### config.mk
export PLATFORM = sky130hd
export DESIGN_NAME = event_counter_and_delay_timer
export DESIGN_NICKNAME = d
export VERILOG_FILES = /design/src/rtl/event_counter_and_delay_timer.v
export VERILOG_INCLUDE_DIRS = /design/src /design/src/rtl
export SDC_FILE = /design/constraint.sdc
export NUM_CORES = 1
export LEC_CHECK = 0
export BUFFER_PORTS_ARGS = -buffer_cell sky130_fd_sc_hd__buf_2
export CAP_MARGIN = 20
export CORE_MARGIN = 1.5
export CORE_UTILIZATION = 40
export CTS_CLUSTER_DIAMETER = 30
export DETAILED_ROUTE_END_ITERATION = 8
export GPL_ROUTABILITY_DRIVEN = 0
export GPL_TIMING_DRIVEN = 0
export SLEW_MARGIN = 30
export SYNTH_ARGS = -nofsm -noshare
export SYNTH_HDL_FRONTEND = slang
export SYNTH_SLANG_ARGS = --single-unit
### constraint.sdc
create_clock -name clk_sys -period 5.45 [get_ports clk_sys]
set_input_delay 0.2725 -clock clk_sys [delete_from_list [all_inputs] [get_ports clk_sys]]
set_output_delay 0.2725 -clock clk_sys [all_outputs]
set_load 0.02 [all_outputs]
### src/rtl/event_timer_defines.vh
`ifndef EVENT_TIMER_DEFINES_VH
`define EVENT_TIMER_DEFINES_VH
// ==========
// register word indexes
`define ADR_CTRL        4'h0
`define ADR_CMD         4'h1
`define ADR_TERMINAL    4'h2
`define ADR_CURRENT     4'h3
`define ADR_CAPTURED    4'h4
`define ADR_STATE       4'h5
`define ADR_PDELAY      4'h6
`define ADR_PWIDTH      4'h7
`define ADR_DEBOUNCE    4'h8
// ==========
// control field positions
`define CF_SRC_LO       0
`define CF_POL          3
`define CF_CLR_SRC_LO   4
`define CF_CLR_COND_LO  7
`define CF_START_SRC_LO 10
`define CF_START_CND_LO 13
`define CF_PT_SRC_LO    16
`define CF_PT_CND_LO    19
`define CF_LINE_SEL     22
// ==========
// source codes
`define SRC_OFF         3'h0
`define SRC_FRAME       3'h1
`define SRC_ROW         3'h2
`define SRC_EXPO        3'h3
`define SRC_HOSTLINK    3'h4
`define SRC_EXT         3'h5
`define SRC_ACQ         3'h6
`define SRC_TALLYSTART  3'h7
// condition codes
`define COND_EDGE_UP    3'h0
`define COND_EDGE_DOWN  3'h1
`define COND_EDGE_EITHR 3'h2
`define COND_LEVEL_UP   3'h3
`define COND_LEVEL_DOWN 3'h4
// tally state codes
`define TS_IDLE         2'h0
`define TS_ACTIVE       2'h1
`define TS_DONE         2'h2
// reset values
`define RST_CTRL        32'h0000_0000
`define RST_TERMINAL    32'hffff_ffff
// timing
`define CYC_PER_US      5'h14
`endif

### src/rtl/event_counter_and_delay_timer.v
// Operation
// - count source: off, frame, row, exposure, host link, external
// - count on rising or falling edge
// - clear source: off, frame, exposure, acquisition, external
// - edge clear on rising, falling or either edge of frame, exposure or external
// - level clear holds zero while source high or low
// - software clear zeroes count; restarts if start source off, else back to idle
// - count readable without disturbing counting
// - each clear captures the prior count
// - terminal count 1..4294967295 stops counting
// - state reads idle, active or done
// - start source: off, frame, exposure, acquisition, external
// - edge start on rising, falling or either edge of frame, exposure or external
// - level start holds count reset at chosen level
// - pulse width 1..4294967295 us in edge modes
// - delay 0..4294967295 us before output
// - timer clear returns to idle, re-armed
// - timer trigger: off, exposure, frame, external, tally start
// - edge trigger on rising or falling edge
// - level mode: output only while source at level
// - level-high: delay, then output follows source
// - timer output routed to output line
// - exposure pulse spans each exposure
// - external trigger debounced
`timescale 1ns/1ps
`default_nettype none
`include "event_timer_defines.vh"
module event_counter_and_delay_timer #(
    parameter WIDTH = 32
) (
    // clock and reset
    input  wire        clk_sys,
    input  wire        rst,
    // avalon-mm slave
    input  wire [5:0]  avsAddress,
    input  wire        avsRead,
    input  wire        avsWrite,
    input  wire [31:0] avsWriteData,
    input  wire [3:0]  avsByteEnable,
    output reg  [31:0] avsReadData,
    output reg         avsWaitRequest,
    // camera timing sources
    input  wire        frameReadoutPulse,
    input  wire        rowTimePulse,
    input  wire        exposureWindowPulse,
    input  wire        acquisitionWindowSignal,
    input  wire        hostLinkTrigger,
    input  wire        externalTriggerInput,
    // outputs
    output reg         pulseUnitOutput,
    output reg         outputLine,
    output reg         tallyStartIndication
);
    // ==========
    // functions
    function selSrc;
        input [2:0] code;
        input [7:0] v;
        begin
            selSrc = v[code];
        end
    endfunction

    function condHit;
        input [2:0] cond;
        input       rise;
        input       fall;
        input       lvl;
        begin
            case (cond)
                `COND_EDGE_UP:    condHit = rise;
                `COND_EDGE_DOWN:  condHit = fall;
                `COND_EDGE_EITHR: condHit = rise | fall;
                `COND_LEVEL_UP:   condHit = lvl;
                `COND_LEVEL_DOWN: condHit = ~lvl;
                default:          condHit = 1'b0;
            endcase
        end
    endfunction

    // ==========
    // registers
    reg [31:0] ctrl_reg;
    reg [31:0] terminal_reg;
    reg [31:0] delay_reg;
    reg [31:0] width_reg;
    reg [31:0] debounce_reg;
    reg        tallyClrCmd_reg;
    reg        pulseClrCmd_reg;
    reg        busy_reg;

    wire [2:0] tallySrcSel  = ctrl_reg[`CF_SRC_LO+2:`CF_SRC_LO];
    wire       tallyEdgePol = ctrl_reg[`CF_POL];
    wire [2:0] clrSrcSel    = ctrl_reg[`CF_CLR_SRC_LO+2:`CF_CLR_SRC_LO];
    wire [2:0] clrCond      = ctrl_reg[`CF_CLR_COND_LO+2:`CF_CLR_COND_LO];
    wire [2:0] startSrcSel  = ctrl_reg[`CF_START_SRC_LO+2:`CF_START_SRC_LO];
    wire [2:0] startCond    = ctrl_reg[`CF_START_CND_LO+2:`CF_START_CND_LO];
    wire [2:0] ptSrcSel     = ctrl_reg[`CF_PT_SRC_LO+2:`CF_PT_SRC_LO];
    wire [2:0] ptCond       = ctrl_reg[`CF_PT_CND_LO+2:`CF_PT_CND_LO];
    wire       lineSel      = ctrl_reg[`CF_LINE_SEL];

    // ==========
    // synchronisers
    localparam NSRC = 6;
    wire [NSRC-1:0] rawIn = {externalTriggerInput, hostLinkTrigger, acquisitionWindowSignal,
                             exposureWindowPulse, rowTimePulse, frameReadoutPulse};
    reg  [NSRC-1:0] sync1_reg;
    reg  [NSRC-1:0] sync2_reg;
    always @(posedge clk_sys)
    begin
        if (rst)
        begin
            sync1_reg <= 6'h00;
            sync2_reg <= 6'h00;
        end
        else
        begin
            sync1_reg <= rawIn;
            sync2_reg <= sync1_reg;
        end
    end

    // ==========
    // 1 us time base
    localparam [4:0] US_CYC = `CYC_PER_US;
    reg [4:0] usDiv_reg;
    reg       usTick_reg;
    always @(posedge clk_sys)
    begin
        if (rst)
        begin
            usDiv_reg  <= 5'h00;
            usTick_reg <= 1'b0;
        end
        else
        begin
            usTick_reg <= (usDiv_reg == US_CYC - 5'h01);
            usDiv_reg  <= (usDiv_reg == US_CYC - 5'h01) ? 5'h00 : usDiv_reg + 5'h01;
        end
    end

    // ==========
    // external trigger debounce
    reg        extClean_reg;
    reg [31:0] dbCnt_reg;
    always @(posedge clk_sys)
    begin
        if (rst)
        begin
            extClean_reg <= 1'b0;
            dbCnt_reg    <= 32'h0000_0000;
        end
        else if (sync2_reg[5] == extClean_reg)
            dbCnt_reg <= 32'h0000_0000;
        else if (dbCnt_reg >= debounce_reg)
        begin
            extClean_reg <= sync2_reg[5];
            dbCnt_reg    <= 32'h0000_0000;
        end
        else if (usTick_reg)
            dbCnt_reg <= dbCnt_reg + 32'h0000_0001;
    end

    // ==========
    // levels and edges
    wire [7:0] lvlNow = {tallyStartIndication, sync2_reg[2], extClean_reg, sync2_reg[4],
                         sync2_reg[2], sync2_reg[1], sync2_reg[0], 1'b0};
    reg  [7:0] lvlPrev_reg;
    always @(posedge clk_sys)
    begin
        if (rst)
            lvlPrev_reg <= 8'h00;
        else
            lvlPrev_reg <= lvlNow;
    end
    wire [7:0] riseV = lvlNow & ~lvlPrev_reg;
    wire [7:0] fallV = ~lvlNow & lvlPrev_reg;
    // index 6 = acquisition window, 7 = constant zero
    wire [7:0] lvlClr = {1'b0, sync2_reg[3], lvlNow[5:0]};
    wire [7:0] rClr   = lvlClr & ~{1'b0, lvlPrev_reg[6], lvlPrev_reg[5:0]};
    wire [7:0] fClr   = ~lvlClr & {1'b0, lvlPrev_reg[6], lvlPrev_reg[5:0]};

    // ==========
    // tally unit
    localparam [1:0] T_IDLE = `TS_IDLE;
    localparam [1:0] T_ACT  = `TS_ACTIVE;
    localparam [1:0] T_DONE = `TS_DONE;
    reg [WIDTH-1:0] tallyCurrent_reg;
    reg [WIDTH-1:0] tallyCaptured_reg;
    reg [1:0]       tallyState_reg;

    wire cntEvt   = (tallySrcSel != `SRC_OFF) && (tallySrcSel <= `SRC_EXT) &&
                    (tallyEdgePol ? selSrc(tallySrcSel, fallV) : selSrc(tallySrcSel, riseV));
    wire clrValid = (clrSrcSel == `SRC_FRAME) || (clrSrcSel == `SRC_EXPO) ||
                    (clrSrcSel == `SRC_ACQ) || (clrSrcSel == `SRC_EXT);
    wire clrHit   = clrValid && condHit(clrCond, selSrc(clrSrcSel, rClr),
                    selSrc(clrSrcSel, fClr), selSrc(clrSrcSel, lvlClr));
    wire stValid  = (startSrcSel == `SRC_FRAME) || (startSrcSel == `SRC_EXPO) ||
                    (startSrcSel == `SRC_ACQ) || (startSrcSel == `SRC_EXT);
    wire stLevel  = (startCond == `COND_LEVEL_UP) || (startCond == `COND_LEVEL_DOWN);
    wire stHit    = stValid && condHit(startCond, selSrc(startSrcSel, rClr),
                    selSrc(startSrcSel, fClr), selSrc(startSrcSel, lvlClr));
    wire anyClr   = clrHit || tallyClrCmd_reg || (stHit && stLevel);

    always @(posedge clk_sys)
    begin
        if (rst)
        begin
            tallyCurrent_reg     <= 32'h0000_0000;
            tallyCaptured_reg    <= 32'h0000_0000;
            tallyState_reg       <= T_IDLE;
            tallyStartIndication <= 1'b0;
        end
        else
        begin
            tallyStartIndication <= 1'b0;
            if (anyClr)
            begin
                tallyCaptured_reg <= tallyCurrent_reg;
                tallyCurrent_reg  <= 32'h0000_0000;
                if (tallyClrCmd_reg && !stValid)
                begin
                    tallyState_reg       <= T_ACT;
                    tallyStartIndication <= 1'b1;
                end
                else
                    tallyState_reg <= stValid ? T_IDLE : T_ACT;
            end
            else
            begin
                case (tallyState_reg)
                    T_IDLE:
                    begin
                        if (!stValid || (stHit && !stLevel))
                        begin
                            tallyState_reg       <= T_ACT;
                            tallyStartIndication <= 1'b1;
                        end
                    end
                    T_ACT:
                    begin
                        if (cntEvt)
                        begin
                            tallyCurrent_reg <= tallyCurrent_reg + 32'h0000_0001;
                            if (tallyCurrent_reg + 32'h0000_0001 >= terminal_reg)
                                tallyState_reg <= T_DONE;
                        end
                    end
                    T_DONE:
                        tallyState_reg <= T_DONE;
                    default:
                        tallyState_reg <= T_IDLE;
                endcase
            end
        end
    end

    // ==========
    // pulse unit
    localparam [3:0] P_IDLE  = 4'h1;
    localparam [3:0] P_DELAY = 4'h2;
    localparam [3:0] P_HIGH  = 4'h4;
    localparam [3:0] P_WAIT  = 4'h8;
    reg [3:0]  pState_reg;
    reg [31:0] pCnt_reg;
    wire ptValid = (ptSrcSel == `SRC_EXPO) || (ptSrcSel == `SRC_FRAME) ||
                   (ptSrcSel == `SRC_EXT) || (ptSrcSel == `SRC_TALLYSTART);
    wire ptLevelMode = (ptCond == `COND_LEVEL_UP) || (ptCond == `COND_LEVEL_DOWN);
    wire ptActive = ptValid && condHit(ptCond, selSrc(ptSrcSel, riseV),
                    selSrc(ptSrcSel, fallV), selSrc(ptSrcSel, lvlNow));

    always @(posedge clk_sys)
    begin
        if (rst || pulseClrCmd_reg)
        begin
            pState_reg      <= P_IDLE;
            pCnt_reg        <= 32'h0000_0000;
            pulseUnitOutput <= 1'b0;
        end
        else
        begin
            case (pState_reg)
                P_IDLE:
                begin
                    pulseUnitOutput <= 1'b0;
                    pCnt_reg        <= 32'h0000_0000;
                    if (ptActive && ptCond != `COND_EDGE_EITHR)
                        pState_reg <= P_DELAY;
                end
                P_DELAY:
                begin
                    if (ptLevelMode && !ptActive)
                        pState_reg <= P_IDLE;
                    else if (pCnt_reg >= delay_reg)
                    begin
                        pCnt_reg        <= 32'h0000_0000;
                        pulseUnitOutput <= 1'b1;
                        pState_reg      <= P_HIGH;
                    end
                    else if (usTick_reg)
                        pCnt_reg <= pCnt_reg + 32'h0000_0001;
                end
                P_HIGH:
                begin
                    if (ptLevelMode ? !ptActive : (pCnt_reg + 32'h0000_0001 >= width_reg) &&
                        usTick_reg)
                    begin
                        pulseUnitOutput <= 1'b0;
                        pState_reg      <= ptLevelMode ? P_IDLE : P_WAIT;
                    end
                    else if (usTick_reg)
                        pCnt_reg <= pCnt_reg + 32'h0000_0001;
                end
                P_WAIT:
                    pState_reg <= P_IDLE;
                default:
                    pState_reg <= P_IDLE;
            endcase
        end
    end

    always @(posedge clk_sys)
    begin
        if (rst)
            outputLine <= 1'b0;
        else
            outputLine <= lineSel & pulseUnitOutput;
    end

    // ==========
    // avalon-mm slave, one wait cycle
    wire [3:0] wordIdx = avsAddress[5:2];
    wire       take    = (avsRead | avsWrite) & busy_reg;
    always @(posedge clk_sys)
    begin
        if (rst)
        begin
            ctrl_reg        <= `RST_CTRL;
            terminal_reg    <= `RST_TERMINAL;
            delay_reg       <= 32'h0000_0000;
            width_reg       <= 32'h0000_0001;
            debounce_reg    <= 32'h0000_0000;
            tallyClrCmd_reg <= 1'b0;
            pulseClrCmd_reg <= 1'b0;
            busy_reg        <= 1'b0;
            avsWaitRequest  <= 1'b1;
            avsReadData     <= 32'h0000_0000;
        end
        else
        begin
            tallyClrCmd_reg <= 1'b0;
            pulseClrCmd_reg <= 1'b0;
            busy_reg        <= (avsRead | avsWrite) & ~busy_reg;
            avsWaitRequest  <= ~((avsRead | avsWrite) & ~busy_reg);
            if (take && avsWrite && avsByteEnable == 4'hf)
            begin
                case (wordIdx)
                    `ADR_CTRL:     ctrl_reg <= avsWriteData;
                    `ADR_CMD:
                    begin
                        tallyClrCmd_reg <= avsWriteData[0];
                        pulseClrCmd_reg <= avsWriteData[1];
                    end
                    `ADR_TERMINAL: terminal_reg <= (avsWriteData == 32'h0) ? 32'h1 : avsWriteData;
                    `ADR_PDELAY:   delay_reg <= avsWriteData;
                    `ADR_PWIDTH:   width_reg <= (avsWriteData == 32'h0) ? 32'h1 : avsWriteData;
                    `ADR_DEBOUNCE: debounce_reg <= avsWriteData;
                    default:       ctrl_reg <= ctrl_reg;
                endcase
            end
            if ((avsRead | avsWrite) & ~busy_reg)
            begin
                case (wordIdx)
                    `ADR_CTRL:     avsReadData <= ctrl_reg;
                    `ADR_TERMINAL: avsReadData <= terminal_reg;
                    `ADR_CURRENT:  avsReadData <= tallyCurrent_reg;
                    `ADR_CAPTURED: avsReadData <= tallyCaptured_reg;
                    `ADR_STATE:    avsReadData <= {26'h0, pState_reg, tallyState_reg};
                    `ADR_PDELAY:   avsReadData <= delay_reg;
                    `ADR_PWIDTH:   avsReadData <= width_reg;
                    `ADR_DEBOUNCE: avsReadData <= debounce_reg;
                    default:       avsReadData <= 32'h0000_0000;
                endcase
            end
        end
    end
endmodule
`default_nettype wire

==> results of run 1 <==
[power by group through the flow]
stage | Sequential [W] | Clock [W] | Combinational, W
final | 0.00267 | 0.00584 | 0.000311
after detailed placement | 0.00272 | 0 | 0.000279
after floorplan | 0.00272 | 0 | 0.000136
after global placement | 0.00272 | 0 | 0.000273
after CTS | 0.00267 | 0.00587 | 0.000301
after global routing | 0.00267 | 0.00604 | 0.000323
[worst min path at each step]
stage / to / slack (ps) / cells past startpoint
5_1_grt: terminal_reg[28] / 20 / 2
3_3_place_gp: sync2_reg[1] / 420 / 1
6_report: debounce_reg[28] / 20 / 3
4_1_cts: debounce_reg[28] / 0.6 / 3
3_5_place_dp: sync2_reg[0] / 420 / 1
2_1_floorplan: terminal_reg[10] / 390 / 1
[kinds of logic after synthesis]
family	Yosys count
AO/OA/AOI/OAI	519
XOR/XNOR	124
adder cells (fa/ha/maj)	134
buffers and inverters	291
flip-flops	358
multiplexers	54
AND/OR/NAND/NOR	887
[metal layers]
| metal | global-route usage [%] | vias up |
|---|---|---|
| li1 | - | 8750 |
| met4 | 15.7 | 0 |
| met5 | 0 | - |
| met3 | 5.62 | 243 |
| met1 | 34.7 | 9052 |
| met2 | 47.1 | 936 |
[stage by stage]
step	TNS (ps)	worst slack (ps)	cells
floorplan	0	1060	2367
global placement	-22230	-854	3064
CTS	0	31.3	3263
finish	0	264	3269
global route	0	14.2	3266
detailed placement	-23810	-901	3065
[cells in the mapped netlist, drive strengths merged, types with 27 or more instances]
library cell	instances	share of area, %
a211o	36	1.6
a21o	29	1.1
a21oi	196	5.1
a222oi	27	1.4
a22o	46	2.1
a22oi	79	3.1
clkbuf	122	2.4
dfxtp	358	37
ha	134	8.7
inv	149	2.9
mux2i	43	2.2
nand2	385	7.5
nand3	76	2.0
nand4	35	1.1
nor2	194	3.8
nor2b	38	1.2
nor3	32	0.91
o21ai	42	1.1
xnor2	57	2.6
xor2	67	3.0
[area by class of cell]
cell class                 instances  area [µm²]
sequential                       358        7170
multi-input combinational       1718       11100
clock inverter                    57        1010
tap                              615         769
fill                            4527       23400
clock buffer                     104        2350
inverter                         149         559
timing repair buffer             123         803
buffer                           142         564
antenna                            3        7.51
[tightest hold or removal path: cells and delay by family]
family / cells / cell delay (ps)
buffers and inverters: 1 / 170
AND/OR/NAND/NOR: 1 / 80
AO/OA/AOI/OAI: 1 / 60
[repair_timing]
item,4_1_cts,5_1_grt
hold endpoints to repair,97,0
pin swaps,1,3
setup buffers,2,3
resized for setup,9,4
hold buffers,35,0
endpoints found under the setup margin,33,33
gates cloned,0,0
==> key figures, run 1 <==
Clock network
  • Clk sink count: 358
  • TritonCTS clock tree: yes
  • Root Driver: clkbuf_16
  • Clk buf depth: 3
  • Clock transition at path regs: approximately 50 ps
  • Clk Latency, worst-skew pair: around 650 ps
  • CTS Buf Count: 87
  • H-tree Lvls: 3

Critical path
  • Critical path buffer and inverter count: 2
  • Worst R2R Path Depth: 20
  • Slowest Stage Delay on Critical Path: about 470 ps
  • FF-to-FF Start: pCnt_reg[0]
  • Top delay family on crit path: compound AO/OA/AOI/OAI gates
  • R2R Setup Slk: roughly 260 ps
  • CP Class: register to register
  • CP Max Fanout: 10
  • Slowest cell on crit path: dfxtp_1
  • Total stage count of the critical path: 20
  • Worst EP required: between 5000 and 6000 ps
  • Crit path to: pCnt_reg[6]
  • Critical-path cell list: and3_1 -> and4_1 -> buf_2 -> and2_1 -> nand3_2 -> nor3_4 -> and3_1 -> nand3_1 -> xnor2_1 -> ha_1 -> a21oi_1 -> o21ai_0 -> a2111oi_2 -> o211a_1 -> a21oi_1 -> a221o_1 -> a22o_1 -> buf_2 -> o21ai_0 -> o21ai_1
  • Worst EP arrival: ~5700 ps
  • Reg-to-reg endpoint: pCnt_reg[6]
  • Crit path from: pCnt_reg[0]
  • Crit end category: register
  • Startpoint types: register

Drt
  • Vias per cell: approximately 5.8
  • Via count: 19,000
  • Highest metal layer with signal wires: met4
  • Met1 WL: around 28,000 µm
  • # DRC: 0
  • Met2 routed WL: 32,800 µm
  • WL/cell: 21.9 µm
  • Final WL: ~70,000 µm
  • Initial drt markers: roughly 2,000
  • Antenna violation net count after detailed routing: 0
  • WL met3: between 6000 and 7000 µm
  • First drt pass iteration count: 9

Die
  • Core box area: about 48,000 µm²
  • Num rows: 80
  • Die Width: around 220 µm
  • Starting Density: between 40% and 50%
  • Die height: 222 µm
  • Die area: 49,500 µm²
  • I/O pin total: a little under 90

Timing
  • RSZ-0062 raised after global routing: false
  • Final hold violation count: 0
  • Slew headroom: between 20 and 30%
  • Max-slew violations: 0
  • Final hold slack: approximately 18 ps
  • FMAX: a little under 200 MHz
  • Clk_skew: between 50 and 60 ps
  • Period Utilization, post-route: a little over nine tenths
  • Worst-Margin Slew: between 1000 and 1500 ps
  • Final min period: slightly above 5000 ps
  • Final setup fails: 0

Power
  • Seq pwr share: a little under a third
  • Leak: approximately 9.8 nW
  • Power, Total: a little under 0.009 W
  • Net Switching: between 0.002 and 0.0025 W
  • Logic pwr share: ~3.5%
  • Peak VDD IR: 0.207 mV
  • Switching Fraction: between 20 and 25%
  • P per Cell Area: approximately 360 nW/µm²
  • Clock share of power: 66.2%
  • Cell-internal power: around 0.007 W

Logic synthesis
  • Synth Area in XOR/XNOR: under 10%
  • YS warnings: 0
  • Number of enable flip-flop cells after synthesis: 0
  • Syn Std Cell Area: slightly below 20,000 µm²
  • Simple-gate portion of the synthesized area: 21.1%
  • Post-synth ARST share: 0%
  • Sequential share of the synthesized area: 37.2%
  • Complex-gate fraction of the synthesized area: 18.2%
  • Syn nets: 2,553
  • Most common flop cell mapped by yosys: dfxtp_1
  • Yosys cell types: approximately 70
  • Mux contribution to synthesized area: about 3.2%
  • Count of state elements after synthesis: ~360
  • Syn_area_per_cell: slightly above 8 µm²
  • Synth Area in Adders: 8.71%
  • Mapped Cells: about 2,400
  • Largest family of logic cells by synthesized area: simple AND/OR/NAND/NOR gates

GRT
  • First-pass GRT wire length: between 100,000 and 150,000 µm
  • GRT Resource Usage Total: 28.4%
  • Vias in the first global route: 18,200
  • GRT overflow: 0
  • Largest net degree at the start of global routing: 16
  • Initial antenna violation count: 0

Run status
  • Status: complete, no violations

Finish
  • P&R area growth vs syn: 26.1%
  • Layout cells sized above 1: between 10% and 20%
  • Most frequent cells in the layout: 385 x nand2_1, 358 x dfxtp_1, 196 x a21oi_1
  • Most common cell after layout, fill and taps aside: nand2_1
  • Post-layout util: approximately 51%
  • Design area: around 24,000 µm²
  • Post-layout nets: 2,765

Worst hold path
  • Hold Path Class: input port to register
  • Hold path startpoint: avsWriteData[28]

Place
  • Dpl cell area: just over 20,000 µm²
  • Port buffer count: 82
  • DP HPWL: around 55,000 µm

Job
  • Max cap viols: 0
Note: power is estimated with default switching activity, not from simulation.
==> run 2: changes to the inputs <==
- CTS_BUF_LIST: not set -> sky130_fd_sc_hd__clkbuf_8 sky130_fd_sc_hd__clkbuf_16
==> run 2 against run 1 <==
Design area about the same. Sequential power is essentially flat. Cell count hardly changed. Clock skew up 4.1 ps. Largest power group unchanged.
==> key figures, run 2 (synthesis gave the netlist of run 1 again) <==
Run status
  • Status: complete, no violations

Critical path
  • CP Max Fanout: 10
  • Crit path from: pCnt_reg[0]
  • Worst EP arrival: roughly 5700 ps
  • Worst R2R Path Depth: 20
  • Reg-to-reg endpoint: pCnt_reg[6]
  • Worst EP required: approximately 5900 ps
  • Crit path to: pCnt_reg[6]
  • R2R Setup Slk: 290 ps
  • Crit end category: register
  • FF-to-FF Start: pCnt_reg[0]
  • Startpoint types: register
  • CP Class: register to register

GRT
  • GRT overflow: 0
  • Largest net degree at the start of global routing: 16
  • Vias in the first global route: ~18,000
  • Initial antenna violation count: 0
  • GRT Resource Usage Total: about 28%
  • First-pass GRT wire length: 107,000 µm

Drt
  • Initial drt markers: about 2,100
  • # DRC: 0
  • Via count: approximately 19,000
  • Vias per cell: 5.81
  • WL/cell: roughly 22 µm
  • First drt pass iteration count: 7
  • Antenna violation net count after detailed routing: 0
  • Final WL: between 70,000 and 80,000 µm

Clock network
  • Clk sink count: between 300 and 400
  • Clk buf depth: 3
  • H-tree Lvls: 3
  • Clock transition at path regs: approximately 50 ps
  • CTS Buf Count: slightly below 90
  • Root Driver: clkbuf_16
  • TritonCTS clock tree: yes
  • Clk Latency, worst-skew pair: ~650 ps

Finish
  • P&R area growth vs syn: 26.1%
  • Most frequent cells in the layout: 385 x nand2_1, 358 x dfxtp_1, 196 x a21oi_1
  • Non-Filler Instances: 3,267
  • Post-layout util: about half
  • Post-layout nets: 2,765
  • Most common cell after layout, fill and taps aside: nand2_1
  • Layout cells sized above 1: 11.2%

Die
  • Die Width: 222 µm
  • I/O pin total: a little under 90
  • Die area: ~49,000 µm²
  • Starting Density: between 40% and 50%
  • Die height: ~220 µm
  • Num rows: 80
  • Core box area: approximately 48,000 µm²

Timing
  • Clk_skew: 56.9 ps
  • Setup_tns: 0 ps
  • Final min period: approximately 5200 ps
  • Worst-Margin Slew: 1110 ps
  • Max-slew violations: 0
  • Period Utilization, post-route: a little over nine tenths
  • RSZ-0062 raised after global routing: false
  • Final setup fails: 0
  • Setup WS post-layout: between 200 and 300 ps
  • Final hold violation count: 0
  • Slew headroom: about a quarter
  • Final hold slack: 13.8 ps
  • FMAX: 194 MHz

Worst hold path
  • Hold Path Class: input port to register

Place
  • DP HPWL: between 50,000 and 60,000 µm
  • Placed Instances: 3,065
  • Pre-CTS WS: -901 ps
  • Port buffer count: between 80 and 90

Job
  • Max cap viols: 0

Power
  • P per Cell Area: between 300 and 400 nW/µm²
  • Peak VDD IR: 0.207 mV
  • Leak: a little under 10 nW
[run 2: area by class of cell]
class                           instances  area [µm²]
Clock inverter                         63        1030
Buffer                                142         564
Tap cell                              615         769
Timing Repair Buffer                  123         803
Inverter                              149         559
Sequential cell                       358        7170
Fill cell                            4527       23400
Clock buffer                           98        2330
Multi-Input combinational cell       1718       11100
Antenna cell                            1        2.50
[run 2: what timing repair did]
action                                  CTS  global route
pin swaps                                 1             3
endpoints found under the setup margin   33            33
gates resized for setup                   9             4
buffers inserted                          2             3
hold buffers                             35             0
endpoints found under the hold margin    97             0
[run 2: power by group]
part | switching, W | internal (W)
clock | 0.00177 | 0.00405
sequential | 0.0000222 | 0.00265
combinational | 0.000214 | 0.0000974
[run 2: worst min path at each step]
| stage | cells after the start | slack [ps] | to | startpoint |
|---|---|---|---|---|
| 2_1_floorplan | 1 | 390 | terminal_reg[10] | avsWriteData[10] |
| 3_3_place_gp | 1 | 420 | sync2_reg[1] | sync1_reg[1] |
| 3_5_place_dp | 1 | 420 | sync2_reg[0] | sync1_reg[0] |
| 4_1_cts | 3 | 0.6 | debounce_reg[28] | avsWriteData[28] |
| 5_1_grt | 2 | 20 | terminal_reg[28] | avsWriteData[28] |
| 6_report | 3 | 10 | debounce_reg[28] | avsWriteData[28] |
[run 2: worst max-delay path, cell delays in order, from the launching register on]
cell	delay [ps]
dfxtp_1	460
and3_1	220
and4_1	190
buf_2	190
and2_1	230
nand3_2	270
nor3_4	350
and3_1	240
nand3_1	150
xnor2_1	220
ha_1	280
a21oi_1	140
o21ai_0	150
a2111oi_2	420
o211a_1	270
a21oi_1	110
a221o_1	340
a22o_1	300
buf_2	250
o21ai_0	190
o21ai_1	80
[run 2: layer usage]
layer / share of wire, % / up-vias / global-route usage, %
met5: 0 / - / 0
met4: 5.6 / 0 / 15.7
met3: 8.3 / 239 / 5.62
met2: 46 / 962 / 47.1
met1: 40 / 9056 / 34.6
li1: - / 8733 / -
[run 2: per-stage QoR]
stage | total power [W] | cell area, µm²
final | 0.00880 | 24300
after global routing | 0.00902 | 24300
after CTS | 0.00883 | 24200
after floorplan | 0.00286 | 19300
after global placement | 0.00299 | 20400
after detailed placement | 0.00300 | 20500
